**config.mk**
```make
export PLATFORM = sky130hd
export DESIGN_NAME = ccu_clock_ctrl
export DESIGN_NICKNAME = d
export VERILOG_FILES = /design/src/inc/ccu_pkg.sv /design/src/core/ccu_clock_ctrl.sv
export SDC_FILE = /design/constraint.sdc
export NUM_CORES = 1
export LEC_CHECK = 0
export BUFFER_PORTS_ARGS = -buffer_cell sky130_fd_sc_hd__buf_2
export CAP_MARGIN = 30
export CORE_MARGIN = 2
export CORE_UTILIZATION = 50
export DETAILED_ROUTE_END_ITERATION = 8
export PLACE_DENSITY = 0.77
export SLEW_MARGIN = 20
export SYNTH_ARGS = -nofsm -noshare
export SYNTH_HDL_FRONTEND = slang
export SYNTH_SLANG_ARGS = --single-unit
export TNS_END_PERCENT = 20
```
**constraint.sdc**
```tcl
create_clock -name ref_clk -period 5.55 [get_ports ref_clk]
set_input_delay 0.2775 -clock ref_clk [delete_from_list [all_inputs] [get_ports ref_clk]]
set_output_delay 0.2775 -clock ref_clk [all_outputs]
set_load 0.1 [all_outputs]
```
**src/inc/ccu_pkg.sv**
```systemverilog
// Constants, state codes and register layout of the clock control unit
package ccu_pkg;

  // Source select codes; fuse bits read low when programmed
  localparam logic [3:0] SRC_EXT_CLOCK   = 4'h0;
  localparam logic [3:0] SRC_RC_8MHZ     = 4'h2;
  localparam logic [3:0] SRC_RC_128KHZ   = 4'h4;
  localparam logic [3:0] SRC_LF_CRYSTAL  = 4'h6;
  localparam logic       FUSE_PROGRAMMED = 1'h0;

  // Start-up field codes
  localparam logic [1:0] SUT_SHORT    = 2'h0;
  localparam logic [1:0] SUT_MEDIUM   = 2'h1;
  localparam logic [1:0] SUT_LONG     = 2'h2;
  localparam logic [1:0] SUT_RESERVED = 2'h3;

  // Delays; the real-time parts are counted on watchdog oscillator ticks
  localparam int unsigned T_SHORT_MS      = 4;
  localparam int unsigned T_LONG_MS       = 64;
  localparam int unsigned WDT_CYC_SHORT   = 512;
  localparam int unsigned WDT_CYC_LONG    = 8192;
  localparam int unsigned RESET_CK_CYC    = 14;
  localparam int unsigned WAKE_CK_FAST    = 6;
  localparam int unsigned WAKE_CK_258     = 258;
  localparam int unsigned WAKE_CK_1K      = 1024;
  localparam int unsigned WAKE_CK_16K     = 16384;
  localparam int unsigned WAKE_CK_32K     = 32768;

  // Prescaler shift codes: divide by 2**code
  localparam logic [3:0] PRESC_DIV1 = 4'h0;
  localparam logic [3:0] PRESC_DIV8 = 4'h3;

  // Sleep modes
  localparam logic [2:0] SLP_IDLE       = 3'h0;
  localparam logic [2:0] SLP_ADC_NR     = 3'h1;
  localparam logic [2:0] SLP_POWER_DOWN = 3'h2;
  localparam logic [2:0] SLP_STANDBY    = 3'h3;

  // Register byte offsets and status fields
  localparam logic [7:0] REG_CAL    = 8'h00;
  localparam logic [7:0] REG_PRESC  = 8'h04;
  localparam logic [7:0] REG_STATUS = 8'h08;
  localparam int unsigned STAT_STATE_LSB = 0;
  localparam int unsigned STAT_ERR_BIT   = 3;
  localparam int unsigned STAT_SRC_LSB   = 4;
  localparam int unsigned STAT_SUT_LSB   = 8;
  localparam int unsigned STAT_DIV8_BIT  = 10;
  localparam int unsigned STAT_RSTD_BIT  = 11;
  localparam logic [7:0] CAL_RESET = 8'h00;

  typedef enum logic [2:0] {
    CCU_LOAD    = 3'h0,
    CCU_RST_CK  = 3'h1,
    CCU_RST_WDT = 3'h3,
    CCU_RUN     = 3'h2,
    CCU_SLEEP   = 3'h6,
    CCU_WAKE    = 3'h7,
    CCU_HALT    = 3'h5
  } ccu_state_t;

  typedef struct packed {
    logic [3:0] src_sel;
    logic [1:0] startup_time_fuses;
    logic       div8_n;
    logic       rstdis_n;
  } ccu_fuses_t;

  typedef struct packed {
    logic core_en;
    logic periph_en;
    logic flash_en;
    logic conv_en;
    logic async_det;
  } ccu_gates_t;

endpackage

```
**src/core/ccu_clock_ctrl.sv**
```systemverilog
// Clock source select, start-up timing, trim load and clock domain gating
//
// Chosen here: the register addresses and the Wishbone register port.
`timescale 1ns/10ps
module ccu_clock_ctrl #(
  parameter int unsigned CNT_W          = 16,
  parameter int unsigned WDT_SHORT_CYC  = ccu_pkg::WDT_CYC_SHORT,
  parameter int unsigned WDT_LONG_CYC   = ccu_pkg::WDT_CYC_LONG,
  parameter int unsigned WAKE_16K_CYC   = ccu_pkg::WAKE_CK_16K,
  parameter int unsigned WAKE_32K_CYC   = ccu_pkg::WAKE_CK_32K
) (
  input  wire logic              ref_clk,
  input  wire logic              resetn,
  input  wire ccu_pkg::ccu_fuses_t fuses,
  input  wire logic [7:0]        factory_cal,
  input  wire logic              src_tick,
  input  wire logic              wdt_tick,
  input  wire logic              sleep_req,
  input  wire logic [2:0]        sleep_mode,
  input  wire logic              wake_req,
  input  wire logic              wb_cyc_i,
  input  wire logic              wb_stb_i,
  input  wire logic              wb_we_i,
  input  wire logic [7:0]        wb_adr_i,
  input  wire logic [3:0]        wb_sel_i,
  input  wire logic [31:0]       wb_dat_i,
  output logic [31:0]            wb_dat_o,
  output logic                   wb_ack_o,
  output ccu_pkg::ccu_gates_t    gates,
  output logic                   cpu_run,
  output logic [7:0]             rc_calibration_register,
  output logic [3:0]             presc_shift,
  output logic                   config_error
);

  if (CNT_W < 16 || CNT_W > 24) begin : g_bad_w
    $error("Counter width must be 16 to 24");
  end
  // A watchdog count equal to 2**CNT_W would wrap to zero and skip the delay
  if (WDT_LONG_CYC >= 2**CNT_W || WAKE_32K_CYC >= 2**CNT_W ||
      WDT_SHORT_CYC >= 2**CNT_W || WAKE_16K_CYC >= 2**CNT_W ||
      WDT_SHORT_CYC == 0 || WDT_LONG_CYC == 0 ||
      WAKE_16K_CYC == 0 || WAKE_32K_CYC == 0) begin : g_bad_cnt
    $error("Delay counts must be nonzero and fit the counter");
  end

  typedef logic [CNT_W-1:0] ccu_cnt_t;

  typedef struct packed {
    ccu_pkg::ccu_state_t st;
    ccu_cnt_t            cnt;
    ccu_pkg::ccu_fuses_t fz;
    logic [7:0]          trim;
    logic [3:0]          presc;
    logic                cfg_err;
    logic [2:0]          smode;
    ccu_pkg::ccu_gates_t g;
    logic                ack;
    logic [31:0]         rdat;
  } ccu_regs_t;

  ccu_regs_t r_ff;
  ccu_regs_t nxt_r;

  localparam ccu_cnt_t CK14   = ccu_cnt_t'(ccu_pkg::RESET_CK_CYC);
  localparam ccu_cnt_t WD_S   = ccu_cnt_t'(WDT_SHORT_CYC);
  localparam ccu_cnt_t WD_L   = ccu_cnt_t'(WDT_LONG_CYC);

  // Shipped fuse image; only fills the state until the first load
  localparam ccu_pkg::ccu_fuses_t SHIPPED_FZ = '{
    src_sel: ccu_pkg::SRC_RC_8MHZ, startup_time_fuses: ccu_pkg::SUT_LONG,
    div8_n: ccu_pkg::FUSE_PROGRAMMED, rstdis_n: 1'b1};

  // Codes 0001, 0011, 0101, 0111 and start-up 11 on simple sources
  function automatic logic fuse_bad(input ccu_pkg::ccu_fuses_t f);
    logic simple;
    simple = ~f.src_sel[3];
    fuse_bad = (simple & f.src_sel[0]) |
               (simple & (f.startup_time_fuses == ccu_pkg::SUT_RESERVED));
  endfunction

  // Watchdog ticks of the real-time part of the reset delay
  function automatic ccu_cnt_t rst_wdt(input ccu_pkg::ccu_fuses_t f);
    logic [2:0] xc;
    xc = {f.src_sel[0], f.startup_time_fuses};
    rst_wdt = '0;
    if (f.src_sel[3]) begin
      unique case (xc)
        3'h0, 3'h3, 3'h6: rst_wdt = WD_S;
        3'h1, 3'h4, 3'h7: rst_wdt = WD_L;
        default:          rst_wdt = '0;
      endcase
    end else if (f.src_sel == ccu_pkg::SRC_LF_CRYSTAL) begin
      rst_wdt = (f.startup_time_fuses == ccu_pkg::SUT_SHORT) ? WD_S : WD_L;
    end else begin
      unique case (f.startup_time_fuses)
        ccu_pkg::SUT_SHORT: begin
          // Lets programming mode be entered without a reset pin
          if (f.src_sel != ccu_pkg::SRC_EXT_CLOCK &&
              f.rstdis_n == ccu_pkg::FUSE_PROGRAMMED) begin
            rst_wdt = WD_S;
          end
        end
        ccu_pkg::SUT_MEDIUM: rst_wdt = WD_S;
        ccu_pkg::SUT_LONG:   rst_wdt = WD_L;
        default:             rst_wdt = '0;
      endcase
    end
  endfunction

  // Source clocks counted on power-down wake
  function automatic ccu_cnt_t wake_ck(input ccu_pkg::ccu_fuses_t f);
    wake_ck = ccu_cnt_t'(ccu_pkg::WAKE_CK_FAST);
    if (f.src_sel[3]) begin
      if (!f.src_sel[0]) begin
        wake_ck = f.startup_time_fuses[1] ? ccu_cnt_t'(ccu_pkg::WAKE_CK_1K)
                           : ccu_cnt_t'(ccu_pkg::WAKE_CK_258);
      end else begin
        wake_ck = (f.startup_time_fuses == ccu_pkg::SUT_SHORT)
                ? ccu_cnt_t'(ccu_pkg::WAKE_CK_1K)
                : ccu_cnt_t'(WAKE_16K_CYC);
      end
    end else if (f.src_sel == ccu_pkg::SRC_LF_CRYSTAL) begin
      wake_ck = (f.startup_time_fuses == ccu_pkg::SUT_LONG) ? ccu_cnt_t'(WAKE_32K_CYC)
                                             : ccu_cnt_t'(ccu_pkg::WAKE_CK_1K);
    end
  endfunction

  logic     bus_req;
  ccu_cnt_t wdt_target;
  ccu_cnt_t wake_target;

  assign bus_req     = wb_cyc_i & wb_stb_i;
  assign wdt_target  = rst_wdt(r_ff.fz);
  assign wake_target = wake_ck(r_ff.fz);

  always_comb begin
    nxt_r      = r_ff;
    nxt_r.ack  = bus_req & ~r_ff.ack;
    nxt_r.rdat = 32'h0;
    unique case (r_ff.st)
      ccu_pkg::CCU_LOAD: begin
        nxt_r.fz    = fuses;
        nxt_r.trim  = factory_cal;
        nxt_r.presc = (fuses.div8_n == ccu_pkg::FUSE_PROGRAMMED)
                    ? ccu_pkg::PRESC_DIV8 : ccu_pkg::PRESC_DIV1;
        nxt_r.cfg_err = fuse_bad(fuses);
        nxt_r.cnt     = '0;
        nxt_r.st = fuse_bad(fuses) ? ccu_pkg::CCU_HALT
                                   : ccu_pkg::CCU_RST_CK;
      end
      ccu_pkg::CCU_RST_CK: begin
        if (src_tick) begin
          if (r_ff.cnt == CK14 - 1'b1) begin
            nxt_r.cnt = '0;
            nxt_r.st  = ccu_pkg::CCU_RST_WDT;
          end else begin
            nxt_r.cnt = r_ff.cnt + 1'b1;
          end
        end
      end
      ccu_pkg::CCU_RST_WDT: begin
        if (wdt_target == '0) begin
          nxt_r.st = ccu_pkg::CCU_RUN;
        end else if (wdt_tick) begin
          if (r_ff.cnt == wdt_target - 1'b1) begin
            nxt_r.cnt = '0;
            nxt_r.st  = ccu_pkg::CCU_RUN;
          end else begin
            nxt_r.cnt = r_ff.cnt + 1'b1;
          end
        end
      end
      ccu_pkg::CCU_RUN: begin
        if (sleep_req) begin
          nxt_r.smode = sleep_mode;
          nxt_r.st    = ccu_pkg::CCU_SLEEP;
        end
      end
      ccu_pkg::CCU_SLEEP: begin
        if (wake_req) begin
          nxt_r.cnt = '0;
          // Only power-down stops the oscillator, so only it restarts slow
          nxt_r.st  = (r_ff.smode == ccu_pkg::SLP_POWER_DOWN)
                    ? ccu_pkg::CCU_WAKE : ccu_pkg::CCU_RUN;
        end
      end
      ccu_pkg::CCU_WAKE: begin
        if (src_tick) begin
          if (r_ff.cnt == wake_target - 1'b1) begin
            nxt_r.cnt = '0;
            nxt_r.st  = ccu_pkg::CCU_RUN;
          end else begin
            nxt_r.cnt = r_ff.cnt + 1'b1;
          end
        end
      end
      ccu_pkg::CCU_HALT: begin
        nxt_r.st = ccu_pkg::CCU_HALT;
      end
      default: begin
        nxt_r.st = ccu_pkg::CCU_HALT;
      end
    endcase
    // Write lands on the edge where the master sees ack
    if (bus_req & wb_we_i & r_ff.ack & wb_sel_i[0]) begin
      if (wb_adr_i == ccu_pkg::REG_CAL) begin
        nxt_r.trim = wb_dat_i[7:0];
      end else if (wb_adr_i == ccu_pkg::REG_PRESC) begin
        nxt_r.presc = wb_dat_i[3:0];
      end
    end
    if (bus_req & ~r_ff.ack & ~wb_we_i) begin
      unique case (wb_adr_i)
        ccu_pkg::REG_CAL:   nxt_r.rdat[7:0] = r_ff.trim;
        ccu_pkg::REG_PRESC: nxt_r.rdat[3:0] = r_ff.presc;
        ccu_pkg::REG_STATUS: begin
          nxt_r.rdat[ccu_pkg::STAT_STATE_LSB +: 3] = r_ff.st;
          nxt_r.rdat[ccu_pkg::STAT_ERR_BIT]        = r_ff.cfg_err;
          nxt_r.rdat[ccu_pkg::STAT_SRC_LSB +: 4]   = r_ff.fz.src_sel;
          nxt_r.rdat[ccu_pkg::STAT_SUT_LSB +: 2]   = r_ff.fz.startup_time_fuses;
          nxt_r.rdat[ccu_pkg::STAT_DIV8_BIT]       = r_ff.fz.div8_n;
          nxt_r.rdat[ccu_pkg::STAT_RSTD_BIT]       = r_ff.fz.rstdis_n;
        end
        default: nxt_r.rdat = 32'h0;
      endcase
    end
    // Gates follow the next state so outputs stay pure flops
    nxt_r.g.core_en   = (nxt_r.st == ccu_pkg::CCU_RUN);
    nxt_r.g.flash_en  = nxt_r.g.core_en;
    nxt_r.g.periph_en = nxt_r.g.core_en |
                        ((nxt_r.st == ccu_pkg::CCU_SLEEP) &
                         (nxt_r.smode == ccu_pkg::SLP_IDLE));
    nxt_r.g.conv_en   = nxt_r.g.periph_en |
                        ((nxt_r.st == ccu_pkg::CCU_SLEEP) &
                         (nxt_r.smode == ccu_pkg::SLP_ADC_NR));
    nxt_r.g.async_det = ~nxt_r.g.periph_en;
  end

  always_ff @(posedge ref_clk or negedge resetn) begin
    if (!resetn) begin
      r_ff <= '{st: ccu_pkg::CCU_LOAD, cnt: '0, fz: SHIPPED_FZ,
                trim: ccu_pkg::CAL_RESET, presc: ccu_pkg::PRESC_DIV1,
                cfg_err: 1'b0, smode: ccu_pkg::SLP_IDLE,
                g: 5'h01, ack: 1'b0, rdat: 32'h0};
    end else begin
      r_ff <= nxt_r;
    end
  end

  assign wb_dat_o                = r_ff.rdat;
  assign wb_ack_o                = r_ff.ack;
  assign gates                   = r_ff.g;
  assign cpu_run                 = r_ff.g.core_en;
  assign rc_calibration_register = r_ff.trim;
  assign presc_shift             = r_ff.presc;
  assign config_error            = r_ff.cfg_err;
endmodule

```
==> load_flow_metrics.sql <==
INSERT INTO impl_metrics (metric_group, metric, value, unit) VALUES
('placed_design', 'place.detailed.hpwl', '5.687', 'mm'),
('sta', 'finalSetupViolCount', '0', ''),
('pwr', 'total_leakage_power', '1.912', 'nW'),
('cells_and_area', 'nets', '525', ''),
('die', 'start_util', '50.79', '%'),
('die', 'die_w', '89.15', 'um'),
('die', 'ios', '124', ''),
('routing', 'post_drt_via_cell_ratio', '5.370', ''),
('clock_network', 'post_cts_resized', '0', ''),
('clock_network', 'post_cts.repair.setup_buffers', '0', ''),
('pwr', 'cellPowerDensity', '229.3', 'mW/mm^2'),
('routing', 'post-route-drc-count', '0', ''),
('sta', 'final_sum_of_negative_setup_slack', '0', 'ns'),
('pwr', 'p_clk_share', '39.7', '%'),
('global_route', 'grt_pass1_wl', '13.14', 'mm'),
('setup_path', 'worst-path-max-fanout', '13', ''),
('pwr', 'seq_power_share', '48.4', '%'),
('yosys', 'synth_top_flop_cell', 'sky130_fd_sc_hd__dfrtp_1', ''),
('clock_network', 'cts-root-to-sink-buffers', '2', ''),
('sta', 'period_needed', '4.019', 'ns'),
('sta', 'layout_worst_path_cycle_share', '72.42', '%'),
('cells_and_area', 'fillerInstances', '683', ''),
('yosys', 'synth_enable_flop_cells', '0', ''),
('cells_and_area', 'layout.cells.most_common', 'sky130_fd_sc_hd__buf_2', ''),
('yosys', 'avgSynthCellArea', '8.819', 'sq um'),
('hold_path', 'min-delay-path-class', 'in2async', ''),
('clock_network', 'clock_tree.root_cell', 'sky130_fd_sc_hd__clkbuf_8', ''),
('routing', 'drt_pass1_iterations', '4', ''),
('clock_network', 'clock_h_tree_levels', '3', ''),
('die', 'die_height', '89.15', 'um'),
('yosys', 'post_synth_and_or_nand_nor_area_fraction', '21.61', '%'),
('pwr', 'comb_power_share', '11.8', '%'),
('setup_path', 'timing.critical_path.from', 'r_ff[58]', ''),
('yosys', 'fraction_of_the_yosys_area_taken_by_sequential_cells', '41.56', '%'),
('yosys', 'synth.mux.area_fraction', '5.868', '%'),
('die', 'die_area', '0.007947', 'sq mm'),
('routing', 'total_number_of_vias', '2975', ''),
('die', 'core_region_area', '0.007137', 'sq mm'),
('pwr', 'swShare', '30.34', '%'),
('placed_design', 'placedCellCount', '538', ''),
('routing', 'detail-route-antenna-nets', '0', ''),
('routing', 'detail_route.wirelength', '7.840', 'mm'),
('routing', 'initialDrtViolationCount', '160', ''),
('setup_path', 'r2r_end', 'r_ff[65]', ''),
('sta', 'max_slew.worst_pin.slew', '0.8105', 'ns'),
('cells_and_area', 'final_layout_size_suffix_gt1_share', '25.49', '%'),
('cells_and_area', 'fin_cells', '554', ''),
('status', 'outcome', 'finished, final reports clean', ''),
('cells_and_area', 'antenna-diode-count', '0', ''),
('clock_network', 'clk_latency', '0.35', 'ns'),
('clock_network', 'cts_num_sinks', '60', ''),
('yosys', 'ys.warnings.count', '0', ''),
('sta', 'post_route_skew', '0.008640', 'ns'),
('global_route', 'grt.total_usage', '21.24', '%'),
('setup_path', 'crit_type', 'reg2reg', ''),
('pwr', 'power.ir.vdd_worst', '129.1', 'uV'),
('yosys', 'synthXorXnorAreaFrac', '0.7249', '%'),
('sta', 'finalHoldViolCount', '0', ''),
('global_route', 'grt_antenna_before_repair', '0', ''),
('placed_design', 'finalWeightedCongestion', '0.8217', ''),
('pwr', 'internal_power_contribution', '0.6323', 'mW'),
('yosys', 'post_synth_inst_count', '411', ''),
('flow_run', 'drv.max_cap_violation_count', '0', ''),
('pwr', 'power.net_switching', '0.2753', 'mW'),
('yosys', 'synth.ff_latch_count', '60', ''),
('global_route', 'globalRouteOverflowTotal', '0', ''),
('setup_path', 'critical_path.startpoint_type', 'flip-flop', ''),
('setup_path', 'critical_path.reg2reg.startpoint', 'r_ff[58]', ''),
('cells_and_area', 'areaGrowthSynthToFinish', '9.182', '%'),
('global_route', 'first_global_vias', '2826', ''),
('yosys', 'synth_top_family_by_area', 'simple AND/OR/NAND/NOR gates', '');
power groups by stage:
| stage | Combinational (mW) | Clock [mW] | Sequential, mW |
|---|---|---|---|
| 3_5_place_dp | 0.108 | 0 | 0.448 |
| 4_1_cts | 0.108 | 0.367 | 0.440 |
| 6_report | 0.107 | 0.360 | 0.440 |
| 3_3_place_gp | 0.107 | 0 | 0.448 |
| 2_1_floorplan | 0.0882 | 0 | 0.451 |
| 5_1_grt | 0.114 | 0.389 | 0.440 |
stage by stage:
stage	power (mW)	setup WS [ns]	utilization, %	cell area, sq um	hold WS [ns]
after global placement	0.5552	1.806	52.77	3766	0.4612
final	0.9077	1.531	55.45	3958	0.06475
after floorplan	0.5390	2.527	-	3696	-0.01809
after CTS	0.9145	1.548	55.45	3958	0.1018
after global routing	0.9426	1.237	55.45	3958	0.1225
after detailed placement	0.5558	1.572	52.84	3771	0.4638
worst max-delay path, stage by stage, from the launching register on:
cell	delay, ns
sky130_fd_sc_hd__dfrtp_1	0.54
sky130_fd_sc_hd__or4_1	0.19
sky130_fd_sc_hd__a21oi_1	0.07
sky130_fd_sc_hd__nor4_1	0.68
sky130_fd_sc_hd__nor2_1	0.14
sky130_fd_sc_hd__ha_1	0.27
sky130_fd_sc_hd__or3_1	0.31
sky130_fd_sc_hd__nand2_1	0.09
sky130_fd_sc_hd__nand4_1	0.16
sky130_fd_sc_hd__nor4_4	0.35
sky130_fd_sc_hd__nor3b_4	0.16
sky130_fd_sc_hd__nor3_2	0.69
sky130_fd_sc_hd__o21ai_0	0.21
metal layers:
| metal | routed length (um) | global-route usage, % | share of wire (%) |
|---|---|---|---|
| met5 | 0 | 0 | 0 |
| met4 | 147 | 8.277 | 1.9 |
| met3 | 352 | 4.155 | 4.5 |
| met2 | 4006 | 35.42 | 51 |
| met1 | 3334 | 27.23 | 43 |
cells in the mapped netlist (2+ instances only):
cell type,count,area (sq um)
sky130_fd_sc_hd__dfstp_2,4,105.1
sky130_fd_sc_hd__nor3_1,10,50.05
sky130_fd_sc_hd__o31ai_1,5,37.54
sky130_fd_sc_hd__a21oi_1,18,90.09
sky130_fd_sc_hd__nand4_1,9,56.30
sky130_fd_sc_hd__nand2b_1,2,12.51
sky130_fd_sc_hd__or3_1,6,37.54
sky130_fd_sc_hd__clkbuf_2,2,10.01
sky130_fd_sc_hd__buf_4,50,375.4
sky130_fd_sc_hd__dfrtp_1,56,1401
sky130_fd_sc_hd__or2_2,4,25.02
sky130_fd_sc_hd__nor2b_1,3,18.77
sky130_fd_sc_hd__nor3b_1,2,15.01
sky130_fd_sc_hd__and3_1,4,25.02
sky130_fd_sc_hd__and3b_1,3,26.28
sky130_fd_sc_hd__o22ai_1,3,18.77
sky130_fd_sc_hd__o32ai_1,2,17.52
sky130_fd_sc_hd__o311ai_0,2,17.52
sky130_fd_sc_hd__and4_1,4,35.03
sky130_fd_sc_hd__nand3_1,12,60.06
sky130_fd_sc_hd__mux2_2,2,22.52
sky130_fd_sc_hd__o21ai_0,33,165.2
sky130_fd_sc_hd__o22ai_2,2,25.02
sky130_fd_sc_hd__inv_1,14,52.55
sky130_fd_sc_hd__buf_1,3,11.26
sky130_fd_sc_hd__nor2_1,32,120.1
sky130_fd_sc_hd__o21ai_1,11,55.05
sky130_fd_sc_hd__buf_2,3,15.01
sky130_fd_sc_hd__xor2_1,2,17.52
sky130_fd_sc_hd__ha_1,3,37.54
sky130_fd_sc_hd__mux2i_1,19,190.2
sky130_fd_sc_hd__nor4_1,4,25.02
sky130_fd_sc_hd__clkbuf_1,12,45.04
sky130_fd_sc_hd__nand2_1,44,165.2
sky130_fd_sc_hd__or4_1,3,22.52
state kept, by name, indices dropped and copies added (netlist names):
signal	count
config_error	1
presc_shift	4
r_ff	30
wb_dat_o	12
wb_ack_o	1
rc_calibration_register	8
gates	4
cell type report:
cell class              instances  share of cell area (%)
clock buffers                  10                   3.478
well taps                      99                   3.130
multi-input cells             285                   42.46
inverters                      14                   1.328
repair buffers                 80                   10.31
flip-flops and latches         60                   38.06
clock inverters                 6                   1.233
how the worst min path moves through the flow:
| stage | slack [ns] | cells past startpoint | from | to |
|---|---|---|---|---|
| detailed placement | 0.46 | 2 | r_ff[55] | r_ff[55] |
| CTS | 0.10 | 2 | resetn | rc_calibration_register[6] |
| global route | 0.12 | 3 | fuses[3] | r_ff[57] |
| global placement | 0.46 | 2 | r_ff[55] | r_ff[55] |
| floorplan | -0.02 | 0 | resetn | config_error |
| finish | 0.06 | 2 | resetn | gates[3] |
logic make-up (layout without fill, tap and decap cells):
family	Yosys count	count (layout)
AOI/OAI and AO/OA	88	88
xor gates and xnor gates	3	3
adders and majority gates	3	3
buffers and inverters	85	110
DFF	60	60
muxes	21	21
other	1	20
and+or+nand+nor	150	150
Power figures use the tool's default switching activity.
